--- src/vfs_pkg.sv ---
package vfs_pkg;
   // Voltages in millivolts, 13-bit unsigned samples from the monitor ADCs
   localparam int MV_W = 13;
   localparam logic [MV_W-1:0] CODE_STEP_MV = 13'h0005;
   localparam logic [7:0] CODE_REF = 8'hD3;
   localparam logic [MV_W-1:0] CODE_REF_MV = 13'h0514;
   localparam logic [MV_W-1:0] BIAS_ON_MV = 13'h1130;
   localparam logic [MV_W-1:0] BIAS_HYST_MV = 13'h00C8;
   localparam logic [MV_W-1:0] PG_HI_MV = 13'h00DC;
   localparam logic [MV_W-1:0] PG_LO_MV = 13'h013B;
   localparam logic [MV_W-1:0] FIXED_OV_MV = 13'h06A4;
   localparam logic [MV_W-1:0] TZ0_MV = 13'h030F;
   localparam logic [MV_W-1:0] TZ1_MV = 13'h02A8;
   localparam logic [MV_W-1:0] TZ2_MV = 13'h027E;
   localparam logic [MV_W-1:0] TZ3_MV = 13'h0256;
   localparam logic [MV_W-1:0] TZ4_MV = 13'h022F;
   localparam logic [MV_W-1:0] TZ5_MV = 13'h020B;
   localparam logic [MV_W-1:0] TZ_ALERT_MV = 13'h01CA;
   localparam logic [MV_W-1:0] TZ_HOT_MV = 13'h01C7;
   localparam logic [MV_W-1:0] TZ_SHUT_MV = 13'h019A;
   // Register byte addresses
   localparam logic [7:0] A_TZONE = 8'h00;
   localparam logic [7:0] A_STATUS = 8'h04;
   localparam logic [7:0] A_IRQ = 8'h08;
   localparam logic [7:0] A_MASK = 8'h0C;
   localparam logic [7:0] A_CTRL = 8'h10;
   localparam logic [7:0] A_TARGET = 8'h14;
   // Interrupt bits
   localparam int IRQ_W = 6;
   localparam int IB_UV = 0;
   localparam int IB_OV = 1;
   localparam int IB_FOV = 2;
   localparam int IB_HOT = 3;
   localparam int IB_TSD = 4;
   localparam int IB_BIAS = 5;
   localparam int NPH = 2;
   typedef enum logic [3:0] {
      VFS_OFF = 4'b0001,
      VFS_RUN = 4'b0010,
      VFS_DEAD = 4'b0100,
      VFS_CLAMP = 4'b1000
   } vfs_st_e;
   typedef enum logic [2:0] {
      GD_IDLE = 3'b001,
      GD_HIGH = 3'b010,
      GD_LOW = 3'b100
   } vfs_gd_e;
   typedef struct packed {
      logic [MV_W-1:0] cpu_out;
      logic [MV_W-1:0] gpu_out;
      logic [MV_W-1:0] drv_bias;
      logic [MV_W-1:0] five_bias;
      logic [MV_W-1:0] three_bias;
      logic [MV_W-1:0] cpu_therm;
      logic [MV_W-1:0] gpu_therm;
   } vfs_sense_s;
   typedef struct packed {
      logic [NPH-1:0] pwm;
      logic [NPH-1:0] low_side_sense;
      logic [NPH-1:0] switch_node_sense;
      logic [NPH-1:0] zero_cross;
      logic [NPH-1:0] current_limit;
      logic ext_pwm3;
      logic ext_gpu;
      logic ext_lim3;
      logic ext_lim_gpu;
   } vfs_phase_s;
   typedef struct packed {
      logic [NPH-1:0] high_gate;
      logic [NPH-1:0] low_side_gate_out;
      logic ext_pwm3;
      logic ext_gpu;
      logic ext_clamp;
   } vfs_gate_s;
endpackage : vfs_pkg

--- src/vfs_top.sv ---
// Register access over AHB-Lite and the register addresses were chosen for this implementation.
`timescale 1ns/1ns
`default_nettype none
module vfs_top (
   input wire logic clk_sys,
   input wire logic rstn,
   input wire logic regulator_enable,
   input wire logic [7:0] cpu_voltage_code,
   input wire logic [7:0] gpu_voltage_code,
   input wire logic slewing,
   input wire logic die_hot,
   input wire logic die_cool,
   input wire vfs_pkg::vfs_sense_s sense,
   input wire vfs_pkg::vfs_phase_s phase,
   output vfs_pkg::vfs_gate_s gate,
   output logic cpu_output_good,
   output logic gpu_output_good,
   output logic over_temp_flag_oen,
   output logic alert,
   output logic irq,
   input wire logic hsel,
   input wire logic [31:0] haddr,
   input wire logic [1:0] htrans,
   input wire logic hwrite,
   input wire logic [2:0] hsize,
   input wire logic [31:0] hwdata,
   input wire logic hready,
   output logic [31:0] hrdata,
   output logic hreadyout,
   output logic hresp
);
   import vfs_pkg::*;
   ////////////////////////////////////////////////////////////////////////
   typedef struct packed {
      vfs_st_e st;
      vfs_gd_e [NPH-1:0] gd;
      logic en_q;
      logic bias_ok;
      logic die_lock;
      logic [MV_W-1:0] cpu_tgt;
      logic [MV_W-1:0] gpu_tgt;
      logic [7:0] tzone;
      logic [IRQ_W-1:0] stat;
      logic [IRQ_W-1:0] mask;
      logic ext_gate;
      logic wr_pend;
      logic [7:0] wr_addr;
      vfs_gate_s gate;
      logic cgood;
      logic ggood;
      logic hot_oen;
      logic alert;
      logic irq;
      logic [31:0] rdata;
   } vfs_state_s;
   vfs_state_s s_q, s_d;
   ////////////////////////////////////////////////////////////////////////
   function automatic logic [MV_W-1:0] code_mv(input logic [7:0] c);
      logic [MV_W-1:0] d;
      d = MV_W'(c) - MV_W'(CODE_REF);
      code_mv = CODE_REF_MV + MV_W'(d * CODE_STEP_MV);
   endfunction : code_mv
   function automatic logic in_win(input logic [MV_W-1:0] v, input logic [MV_W-1:0] t);
      in_win = (v <= t + PG_HI_MV) && (v + PG_LO_MV >= t);
   endfunction : in_win
   logic [MV_W-1:0] therm_min;
   logic bias_lo, bias_hi, cpu_uv, gpu_uv, trk_ov, fix_ov, therm_sd, en_fall, en_rise;
   logic bus_rd, bus_wr;
   always_comb begin
      therm_min = (sense.cpu_therm < sense.gpu_therm) ? sense.cpu_therm : sense.gpu_therm;
      bias_hi = (sense.drv_bias > BIAS_ON_MV) && (sense.five_bias > BIAS_ON_MV)
         && (sense.three_bias > BIAS_ON_MV);
      bias_lo = (sense.drv_bias < BIAS_ON_MV - BIAS_HYST_MV) || (sense.five_bias < BIAS_ON_MV - BIAS_HYST_MV)
         || (sense.three_bias < BIAS_ON_MV - BIAS_HYST_MV);
      cpu_uv = (sense.cpu_out + PG_LO_MV < s_q.cpu_tgt);
      gpu_uv = (sense.gpu_out + PG_LO_MV < s_q.gpu_tgt);
      trk_ov = !slewing && ((sense.cpu_out > s_q.cpu_tgt + PG_HI_MV)
         || (sense.gpu_out > s_q.gpu_tgt + PG_HI_MV));
      fix_ov = (sense.cpu_out > FIXED_OV_MV) || (sense.gpu_out > FIXED_OV_MV);
      therm_sd = therm_min < TZ_SHUT_MV;
      en_fall = s_q.en_q && !regulator_enable;
      en_rise = !s_q.en_q && regulator_enable;
      bus_rd = hsel && hready && htrans[1] && !hwrite;
      bus_wr = hsel && hready && htrans[1] && hwrite;
   end
   ////////////////////////////////////////////////////////////////////////
   always_comb begin
      s_d = s_q;
      s_d.en_q = regulator_enable;
      s_d.cpu_tgt = code_mv(cpu_voltage_code);
      s_d.gpu_tgt = code_mv(gpu_voltage_code);
      if (bias_hi) begin
         s_d.bias_ok = 1'b1;
      end else if (bias_lo) begin
         s_d.bias_ok = 1'b0;
      end
      if (die_hot) begin
         s_d.die_lock = 1'b1;
      end else if (die_cool && en_rise) begin
         s_d.die_lock = 1'b0;
      end
      // Thermal zone byte
      s_d.tzone = {therm_min < TZ_HOT_MV, therm_min < TZ_ALERT_MV, therm_min < TZ5_MV,
         therm_min < TZ4_MV, therm_min < TZ3_MV, therm_min < TZ2_MV,
         therm_min < TZ1_MV, therm_min < TZ0_MV};
      s_d.hot_oen = !(therm_min < TZ_HOT_MV);
      s_d.alert = therm_min < TZ_ALERT_MV;
      // Sequencer
      case (s_q.st)
         VFS_OFF: begin
            if (regulator_enable && s_q.bias_ok && !s_q.die_lock && !therm_sd) begin
               s_d.st = VFS_RUN;
            end
         end
         VFS_RUN: begin
            if (!regulator_enable || !s_q.bias_ok) begin
               s_d.st = VFS_OFF;
            end else if (fix_ov || trk_ov) begin
               s_d.st = VFS_CLAMP;
            end else if ((!slewing && (cpu_uv || gpu_uv)) || therm_sd || die_hot) begin
               s_d.st = VFS_DEAD;
            end
         end
         VFS_DEAD: begin
            if (fix_ov) begin
               s_d.st = VFS_CLAMP;
            end else if (en_fall) begin
               s_d.st = VFS_OFF;
            end
         end
         VFS_CLAMP: begin
            if (en_fall) begin
               s_d.st = VFS_OFF;
            end
         end
         default: s_d.st = VFS_OFF;
      endcase
      if (s_q.st != VFS_CLAMP && s_q.st != VFS_DEAD && fix_ov) begin
         s_d.st = VFS_CLAMP;
      end
      // Power good, masked while slewing
      if (s_q.st != VFS_RUN || !regulator_enable || bias_lo) begin
         s_d.cgood = 1'b0;
         s_d.ggood = 1'b0;
      end else if (!slewing) begin
         s_d.cgood = in_win(sense.cpu_out, s_q.cpu_tgt);
         s_d.ggood = in_win(sense.gpu_out, s_q.gpu_tgt);
      end
      // Internal gate drivers with break-before-make
      for (int i = 0; i < NPH; i++) begin
         s_d.gate.high_gate[i] = 1'b0;
         s_d.gate.low_side_gate_out[i] = 1'b0;
         case (s_q.gd[i])
            GD_IDLE: begin
               if (phase.pwm[i] && !phase.current_limit[i] && !phase.low_side_sense[i]) begin
                  s_d.gd[i] = GD_HIGH;
               end else if (!phase.pwm[i] && !phase.switch_node_sense[i] && !phase.zero_cross[i]) begin
                  s_d.gd[i] = GD_LOW;
               end
            end
            GD_HIGH: begin
               if (!phase.pwm[i]) begin
                  s_d.gd[i] = GD_IDLE;
               end
            end
            GD_LOW: begin
               if (phase.pwm[i] || phase.zero_cross[i]) begin
                  s_d.gd[i] = GD_IDLE;
               end
            end
            default: s_d.gd[i] = GD_IDLE;
         endcase
         if (s_q.st != VFS_RUN || s_d.st != VFS_RUN) begin
            s_d.gd[i] = GD_IDLE;
         end
         s_d.gate.high_gate[i] = (s_d.gd[i] == GD_HIGH) && !s_q.ext_gate;
         s_d.gate.low_side_gate_out[i] = s_q.ext_gate ? (s_d.gd[i] == GD_HIGH) : (s_d.gd[i] == GD_LOW);
         if (s_d.st == VFS_CLAMP) begin
            s_d.gate.high_gate[i] = 1'b0;
            s_d.gate.low_side_gate_out[i] = !s_q.ext_gate;
         end
      end
      s_d.gate.ext_pwm3 = (s_d.st == VFS_RUN) && phase.ext_pwm3 && !phase.ext_lim3;
      s_d.gate.ext_gpu = (s_d.st == VFS_RUN) && phase.ext_gpu && !phase.ext_lim_gpu;
      s_d.gate.ext_clamp = s_d.st == VFS_CLAMP;
      // Sticky interrupt status, set wins over clear
      s_d.wr_pend = bus_wr;
      s_d.wr_addr = haddr[7:0];
      if (s_q.wr_pend) begin
         if (s_q.wr_addr == A_IRQ) begin
            s_d.stat = s_q.stat & ~hwdata[IRQ_W-1:0];
         end else if (s_q.wr_addr == A_MASK) begin
            s_d.mask = hwdata[IRQ_W-1:0];
         end else if (s_q.wr_addr == A_CTRL) begin
            s_d.ext_gate = hwdata[0];
         end
      end
      s_d.stat[IB_UV] = s_d.stat[IB_UV] | (s_q.st == VFS_RUN && s_d.st == VFS_DEAD);
      s_d.stat[IB_OV] = s_d.stat[IB_OV] | (trk_ov && s_q.st == VFS_RUN);
      s_d.stat[IB_FOV] = s_d.stat[IB_FOV] | fix_ov;
      s_d.stat[IB_HOT] = s_d.stat[IB_HOT] | (!s_d.hot_oen && s_q.hot_oen);
      s_d.stat[IB_TSD] = s_d.stat[IB_TSD] | die_hot | therm_sd;
      s_d.stat[IB_BIAS] = s_d.stat[IB_BIAS] | (s_q.bias_ok && bias_lo);
      s_d.irq = |(s_d.stat & s_d.mask);
      // Read data for the next data phase
      s_d.rdata = 32'h0000_0000;
      if (bus_rd) begin
         if (haddr[7:0] == A_TZONE) begin
            s_d.rdata = {24'h00_0000, s_q.tzone};
         end else if (haddr[7:0] == A_STATUS) begin
            s_d.rdata = {24'h00_0000, s_q.st, 1'b0, s_q.bias_ok, s_q.cgood, s_q.ggood};
         end else if (haddr[7:0] == A_IRQ) begin
            s_d.rdata = {26'h000_0000, s_q.stat};
         end else if (haddr[7:0] == A_MASK) begin
            s_d.rdata = {26'h000_0000, s_q.mask};
         end else if (haddr[7:0] == A_CTRL) begin
            s_d.rdata = {31'h0000_0000, s_q.ext_gate};
         end else if (haddr[7:0] == A_TARGET) begin
            s_d.rdata = {3'h0, s_q.gpu_tgt, 3'h0, s_q.cpu_tgt};
         end
      end
   end
   ////////////////////////////////////////////////////////////////////////
   always_ff @(posedge clk_sys or negedge rstn) begin
      if (!rstn) begin
         s_q <= '0;
         s_q.st <= VFS_OFF;
         s_q.gd <= {NPH{GD_IDLE}};
         s_q.hot_oen <= 1'b1;
      end else begin
         s_q <= s_d;
      end
   end
   assign gate = s_q.gate;
   assign cpu_output_good = s_q.cgood;
   assign gpu_output_good = s_q.ggood;
   assign over_temp_flag_oen = s_q.hot_oen;
   assign alert = s_q.alert;
   assign irq = s_q.irq;
   assign hrdata = s_q.rdata;
   assign hreadyout = 1'b1;
   assign hresp = 1'b0;
   ////////////////////////////////////////////////////////////////////////
   property p_enable_low;
      @(posedge clk_sys) disable iff (!rstn) !regulator_enable |=> !cpu_output_good && !gpu_output_good;
   endproperty
   a_enable_low: assert property (p_enable_low) else $error("good high with enable low");
   property p_fixed_ov;
      @(posedge clk_sys) disable iff (!rstn) fix_ov |=> s_q.st == VFS_CLAMP ##1 !cpu_output_good;
   endproperty
   a_fixed_ov: assert property (p_fixed_ov) else $error("fixed overvoltage not clamped");
   property p_clamp_latch;
      @(posedge clk_sys) disable iff (!rstn) s_q.st == VFS_CLAMP && !en_fall |=> s_q.st == VFS_CLAMP;
   endproperty
   a_clamp_latch: assert property (p_clamp_latch) else $error("clamp released early");
   property p_dead_off;
      @(posedge clk_sys) disable iff (!rstn) s_q.st == VFS_DEAD |-> gate.high_gate == '0;
   endproperty
   a_dead_off: assert property (p_dead_off) else $error("high gate on after fault");
   property p_bbm;
      @(posedge clk_sys) disable iff (!rstn) !(gate.high_gate[0] && gate.low_side_gate_out[0] && !s_q.ext_gate);
   endproperty
   a_bbm: assert property (p_bbm) else $error("both FETs on");
   property p_limit;
      @(posedge clk_sys) disable iff (!rstn)
         phase.current_limit[0] && s_q.gd[0] == GD_IDLE |=> s_q.gd[0] != GD_HIGH;
   endproperty
   a_limit: assert property (p_limit) else $error("pulse during current limit");
   property p_hot;
      @(posedge clk_sys) disable iff (!rstn) therm_min < TZ_HOT_MV |=> !over_temp_flag_oen && s_q.tzone[7];
   endproperty
   a_hot: assert property (p_hot) else $error("hot flag missing");
   property p_alert;
      @(posedge clk_sys) disable iff (!rstn) therm_min >= TZ_ALERT_MV |=> !alert && !s_q.tzone[6];
   endproperty
   a_alert: assert property (p_alert) else $error("alert without cause");
   property p_code;
      @(posedge clk_sys) disable iff (!rstn) gpu_voltage_code == 8'hFF |=> s_q.gpu_tgt == 13'h05F0;
   endproperty
   a_code: assert property (p_code) else $error("code FF not 1.520 V");
   property p_start;
      @(posedge clk_sys) disable iff (!rstn) s_q.st == VFS_OFF && !s_q.bias_ok |=> s_q.st == VFS_OFF;
   endproperty
   a_start: assert property (p_start) else $error("start without bias");
endmodule : vfs_top
`default_nettype wire
--- config.mk ---
export PLATFORM = sky130hd
export DESIGN_NAME = vfs_top
export DESIGN_NICKNAME = d
export VERILOG_FILES = /design/src/vfs_pkg.sv /design/src/vfs_top.sv
export SDC_FILE = /design/constraint.sdc
export NUM_CORES = 1
export LEC_CHECK = 0
export BUFFER_PORTS_ARGS = -buffer_cell sky130_fd_sc_hd__buf_2
export CORE_MARGIN = 5
export CORE_UTILIZATION = 52
export DETAILED_ROUTE_END_ITERATION = 16
export GPL_TIMING_DRIVEN = 1
export PLACE_DENSITY = 0.8
export SLEW_MARGIN = 20
export SYNTH_ARGS = -nofsm -noshare
export SYNTH_HDL_FRONTEND = slang
export SYNTH_SLANG_ARGS = --single-unit
export TNS_END_PERCENT = 30
--- constraint.sdc ---
create_clock -name clk_sys -period 9.6 [get_ports clk_sys]
set_input_delay 1.44 -clock clk_sys [delete_from_list [all_inputs] [get_ports clk_sys]]
set_output_delay 1.44 -clock clk_sys [all_outputs]
set_load 0.01 [all_outputs]
==> results of run 1 <==
through the flow:
step                      total power [mW]  instance area (um2)
after global routing                  1.79                 9790
after detailed placement              1.31                 9520
final                                 1.65                 9790
after floorplan                       1.10                 8670
after global placement                1.28                 9520
after CTS                             1.65                 9790
cells by family after synthesis:
| kind of cell | Yosys count | share of synthesized area, % |
|---|---|---|
| AND/OR/NAND/NOR | 304 | 18.8 |
| AO/OA/AOI/OAI | 195 | 15.8 |
| buffers and inverters | 146 | 8.21 |
| adder cells (fa/ha/maj) | 107 | 16.2 |
| flip-flops | 106 | 30.7 |
| XOR/XNOR | 66 | 6.68 |
| multiplexers | 28 | 3.47 |
| other | 2 | 0.0868 |
flip-flops by register name (all words and copies together) (netlist names):
register	flops
gate	7
s_q	69
gpu_output_good	1
over_temp_flag_oen	1
irq	1
hrdata	26
cpu_output_good	1
power by group:
| group | internal, mW | total, mW | switching, mW | leakage, nW |
|---|---|---|---|---|
| combinational | 0.329 | 0.748 | 0.419 | 3.51 |
| sequential | 0.500 | 0.563 | 0.0631 | 1.33 |
| clock | 0.176 | 0.340 | 0.164 | 0.133 |
worst max path at each step:
stage	to	slack (ps)	start	depth (start not counted)
after CTS	irq	5150	sense[78]	16
after global placement	irq	4900	sense[78]	16
after floorplan	s_q[86]	5310	gpu_voltage_code[1]	14
after detailed placement	irq	4870	sense[78]	16
after global routing	irq	4880	sense[78]	16
final	irq	5120	sense[78]	16
layout make-up:
type / count / area, um2
clock buffers: 11 / 233
clock inverters: 5 / 32.5
fillers: 1468 / 6680
inverters: 93 / 349
multi-input cells: 708 / 5310
flip-flops and latches: 106 / 2660
well taps: 220 / 275
repair buffers: 185 / 936
cell usage in the layout, fill, tap and decap left out, types with 15 or more instances in the layout:
cell and n:
o21ai_0 35, dfrtp_1 102, nand2_1 56, and2_1 22
inv_1 93, xor2_1 17, nand4_1 21, nand3_1 19
ha_1 99, nor2b_1 15, a21oi_1 50, buf_2 181
nor2_1 67, xnor2_1 49, nor3_1 28, mux2i_1 15
layer usage:
| metal | share of wire (%) | wire length [um] | global-route usage, % | vias to the layer above |
|---|---|---|---|---|
| met3 | 7.0 | 1500 | 4.72 | 48 |
| met4 | 2.7 | 584 | 8.96 | 4 |
| met1 | 42 | 9180 | 28.3 | 3435 |
| met5 | 0.093 | 20 | 0 | - |
| li1 | - | - | - | 3644 |
| met2 | 48 | 10300 | 37.5 | 259 |
==> run_results.csv, run 1 <==
group,metric,value,unit
yosys,synth_top_area_share,29.5,%
setup_path,worstPathRequired,9830,ps
grt,antenna_found_initial,2,
cells_and_area,drive_above_1_share,21.8,%
drt,drc,0,
cells_and_area,fin_cells,1328,
hold_path,holdPathEnd,"hrdata[11]",
floorplan,die_x,139,um
setup_path,max_stage_delay,330,ps
pwr,peakVddDrop,0.0926,mV
clock_network,postCtsHoldBufs,0,
hold_path,hold_depth,1,
drt,wl_per_cell,16.3,um
yosys,yosysSeqAreaShare,30.7,%
drt,via_per_inst,5.56,
yosys,synthArstFlopShare,100,%
pwr,p_per_area,169,nW/um2
sta,maxSlewHeadroom,36.9,%
cells_and_area,insertedDiodeCount,0,
setup_path,path_buf_inv,2,
yosys,synth_commonest_cells,"dfrtp_1, ha_1, inv_1",
setup_path,rr_endpoint,"gate[2]",
sta,fmax,223,MHz
cells_and_area,fin_nets,1409,
setup_path,start_kind,"input port",
sta,hold_viol,0,
floorplan,coreArea,16500,um2
setup_path,crit_family,"simple AND/OR/NAND/NOR gates",
yosys,synth-edff-count,0,
hold_path,min-delay-path-class,"flip-flop to flip-flop",
sta,holdWs,483,ps
setup_path,reg2reg_depth,13,
pwr,leakagePower,4.97,nW
sta,rsz0062_at_grt,"false",
yosys,synth_area,8650,um2
clock_network,cts_max_path_buffers,2,
drt,dr.pass1.iters,5,
sta,setup_ws,5120,ps
grt,grt_pass1_wl,35.7,mm
setup_path,reg2reg_setup_slack,5330,ps
setup_path,endpoint_kind,"flip-flop",
hold_path,hold_start,"s_q[98]",
clock_network,cts_max_level,3,
setup_path,critPathKind,"input port to flip-flop",
grt,overflow,0,
clock_network,ctsResizeCount,0,
yosys,yosysWarningCount,0,
placed_design,dp.cells,1312,
sta,min_period,4480,ps
placed_design,place_congestion,0.971,
yosys,avgSynthCellArea,9.07,um2
drt,drt_iter0_markers,454,
grt,grt_pass1_vias,7500,
placed_design,place_ws,4870,ps
sta,maxSlewViolCount,0,
run,maxCapViolCount,0,
sta,final.setup_skew,9.28,ps
yosys,synth_top_cell_by_area,"dfrtp_1",
drt,via_count,7390,
placed_design,port_buffers,182,
placed_design,place_hpwl,17.8,mm
drt,wirelength,21.6,mm
sta,finalCritPeriodShare,46.6,%
yosys,yosys-top-cells-area,"dfrtp_1, ha_1, xnor2_1",
clock_network,cts_tree,"done",
setup_path,critPathArrivalTime,4710,ps
clock_network,cts-buffers-inserted,9,
clock_network,cts_setup_buffers,0,
floorplan,ioPinCount,245,
clock_network,clk_latency,360,ps
yosys,synth_ff_type,"dfrtp_1",
sta,setup_violations,0,
clock_network,clock_tree.root_cell,"clkbuf_16",
setup_path,worst_r2r_startpoint,"s_q[89]",
yosys,synth_cells,954,
grt,grt.total_usage,22.4,%
yosys,synth_most_common_cell,"dfrtp_1",
drt,drt.antenna.violating_nets,0,
setup_path,slowest_stage,"or3_1",
sta,fin_setup_tns,0,ps
yosys,ys_ff_latch,106,
clock_network,clock-sinks,106,
grt,grt_start_max_net_pins,78,
run_status,status,"completed",
floorplan,rows,47,
setup_path,critPathMaxFanout,6,
yosys,ys_types,78,
cells_and_area,post-route-util,59.5,%
floorplan,initial_core_util,52.5,%
clock_network,clk_pin_slew_worst_paths,70,ps
floorplan,die_y,139,um
setup_path,crit_chain,"buf_2, inv_1, ha_1, nor2b_1, nor2b_1, nor2_1, o2111ai_1, xnor2_1, ha_1, nand4_1, nor3_1, o21ai_1, o211a_1, or2_1, o311a_1, or3_1",
cells_and_area,areaGrowthSynthToFinish,13.1,%
floorplan,die_area,19300,um2
sta,worstMarginPinSlew,947,ps
Note: power is estimated with default switching activity, not from simulation.
==> run 2: changes to the inputs <==
CORE_UTILIZATION = 49   (was 52)
PLACE_DENSITY = 0.79   (was 0.8)
clock period = 4.1 ns   (was 9.6 ns; I/O delays follow)
==> run 2 against run 1 <==
Against the previous run:
- setup slack worse by 4800 ps
- register-to-register slack worse by 5000 ps
- total power is 140% higher
- routed wire length is 3.0% higher
- design area is 1.1% higher
- utilization is 2.2 points lower
- worst hold slack worse by 110 ps
==> run_results.csv, run 2 (synthesized netlist as in run 1, its figures left out) <==
group,metric,value,unit
sta,fin_setup_tns,0,ps
grt,antenna_found_initial,4,
sta,maxSlewViolCount,0,
drt,drt_iter0_markers,495,
floorplan,die_area,20400,um2
pwr,peakVddDrop,0.233,mV
cells_and_area,fillers,1482,
sta,rsz0062_at_grt,"false",
cells_and_area,areaGrowthSynthToFinish,14.4,%
sta,setup_ws,321,ps
hold_path,hold_start,"haddr[7]",
setup_path,startpoint,"s_q[89]",
setup_path,critPathMaxFanout,5,
hold_path,min-delay-path-class,"input port to flip-flop",
cells_and_area,final_cell_mix,"buf_2, dfrtp_1, ha_1",
pwr,leakagePower,5.02,nW
clock_network,clock_tree.root_cell,"clkbuf_16",
drt,via_per_inst,5.48,
sta,setup_violations,0,
floorplan,die_y,143,um
clock_network,cts_max_path_buffers,2,
floorplan,ioPinCount,245,
pwr,power,4.00,mW
setup_path,crit_family,"compound AO/OA/AOI/OAI gates",
setup_path,max_stage_delay,450,ps
clock_network,postCtsHoldBufs,0,
drt,wirelength,22.3,mm
run,maxCapViolCount,0,
drt,drt.antenna.violating_nets,0,
setup_path,crit_cells,15,
clock_network,clk_latency,360,ps
sta,min_period,3780,ps
setup_path,worstPathRequired,4370,ps
setup_path,reg2reg_depth,15,
clock_network,cts_setup_buffers,0,
setup_path,endpoint_kind,"flip-flop",
setup_path,reg2reg_setup_slack,320,ps
cells_and_area,drive_above_1_share,22.3,%
setup_path,start_kind,"flip-flop",
clock_network,clock-sinks,106,
cells_and_area,largest_register_ff_count,69,
cells_and_area,fin_cells,1342,
cells_and_area,fin_nets,1416,
clock_network,ctsResizeCount,0,
placed_design,place_ws,227,ps
floorplan,coreArea,17300,um2
grt,overflow,0,
placed_design,place_congestion,0.942,
placed_design,port_buffers,182,
drt,drc,0,
placed_design,place_hpwl,18.4,mm
sta,worstMarginPinSlew,917,ps
drt,via_count,7352,
cells_and_area,multi_input_area,5310,um2
setup_path,critPathKind,"flip-flop to flip-flop",
setup_path,rr_endpoint,"gate[4]",
clock_network,cts_max_level,3,
sta,maxSlewHeadroom,38.9,%
drt,dr.pass1.iters,5,
floorplan,die_x,143,um
sta,finalCritPeriodShare,92.2,%
clock_network,cts_tree,"done",
cells_and_area,final_common_cell,"buf_2",
sta,fmax,265,MHz
grt,grt_pass1_vias,7455,
setup_path,path_buf_inv,3,
setup_path,slowest_stage,"a221oi_4",
pwr,p_per_area,404,nW/um2
floorplan,rows,48,
drt,wl_per_cell,16.6,um
setup_path,crit_chain,"inv_1, ha_1, a21o_1, and3_1, nor4_1, xnor2_1, ha_1, nand4_1, inv_1, a221o_1, or2_1, a221oi_4, buf_4, nand4_1, a22oi_1",
sta,hold_viol,0,
cells_and_area,regArea,2660,um2
setup_path,worst_r2r_startpoint,"s_q[89]",
setup_path,crit_end,"gate[4]",
grt,grt_start_max_net_pins,71,
cells_and_area,post-route-util,57.2,%
clock_network,clk_pin_slew_worst_paths,70,ps
setup_path,critPathArrivalTime,4050,ps
clock_network,cts-buffers-inserted,9,
cells_and_area,regMostFlops,"s_q",
sta,final.setup_skew,9.78,ps
grt,grt_pass1_wl,36.2,mm
run_status,status,"completed",
placed_design,dp.cells,1324,
grt,grt.total_usage,22.1,%
floorplan,initial_core_util,50.0,%
-- run 2: cell type report --
type | instances | share of cell area [%]
multi-input cells | 708 | 53.6
flip-flops and latches | 106 | 26.8
repair buffers | 192 | 9.98
inverters | 93 | 3.53
well taps | 225 | 2.84
clock buffers | 12 | 2.59
clock inverters | 4 | 0.569
diodes | 2 | 0.0505
-- run 2: power by group --
part / total [mW] / internal, mW / switching (mW)
combinational: 1.78 / 0.778 / 0.998
clock: 0.908 / 0.513 / 0.395
sequential: 1.32 / 1.17 / 0.148
total: 4.00 / 2.46 / 1.54
-- run 2: worst min-delay path by stage --
stage | to | slack [ps] | cells after the start
floorplan | cpu_output_good | 320 | 0
global placement | hrdata[11] | 470 | 1
detailed placement | hrdata[11] | 480 | 1
CTS | s_q[51] | 360 | 1
global route | s_q[51] | 360 | 1
finish | s_q[51] | 370 | 1
-- run 2: through the flow --
step,hold WS [ps],area [um2]
6_report,374,9900
5_1_grt,362,9900
4_1_cts,362,9900
3_5_place_dp,478,9580
3_3_place_gp,465,9580
2_1_floorplan,319,8670
-- run 2: metal layers --
layer / up-vias / track usage, % / share of wire, % / wire length [um]
li1: 3660 / - / - / -
met1: 3393 / 27.7 / 42 / 9460
met2: 240 / 37.6 / 47 / 10500
met3: 55 / 3.85 / 6.6 / 1480
met4: 4 / 9.45 / 3.5 / 772
met5: - / 0 / 0.15 / 34
-- run 2: worst reg2reg max path, stage by stage (launching register included) --
cell and delay, ps:
dfrtp_1 370, inv_1 90, ha_1 230, a21o_1 210
and3_1 220, nor4_1 240, xnor2_1 160, ha_1 260
nand4_1 160, inv_1 60, a221o_1 360, or2_1 300
a221oi_4 460, buf_4 200, nand4_1 130, a22oi_1 240
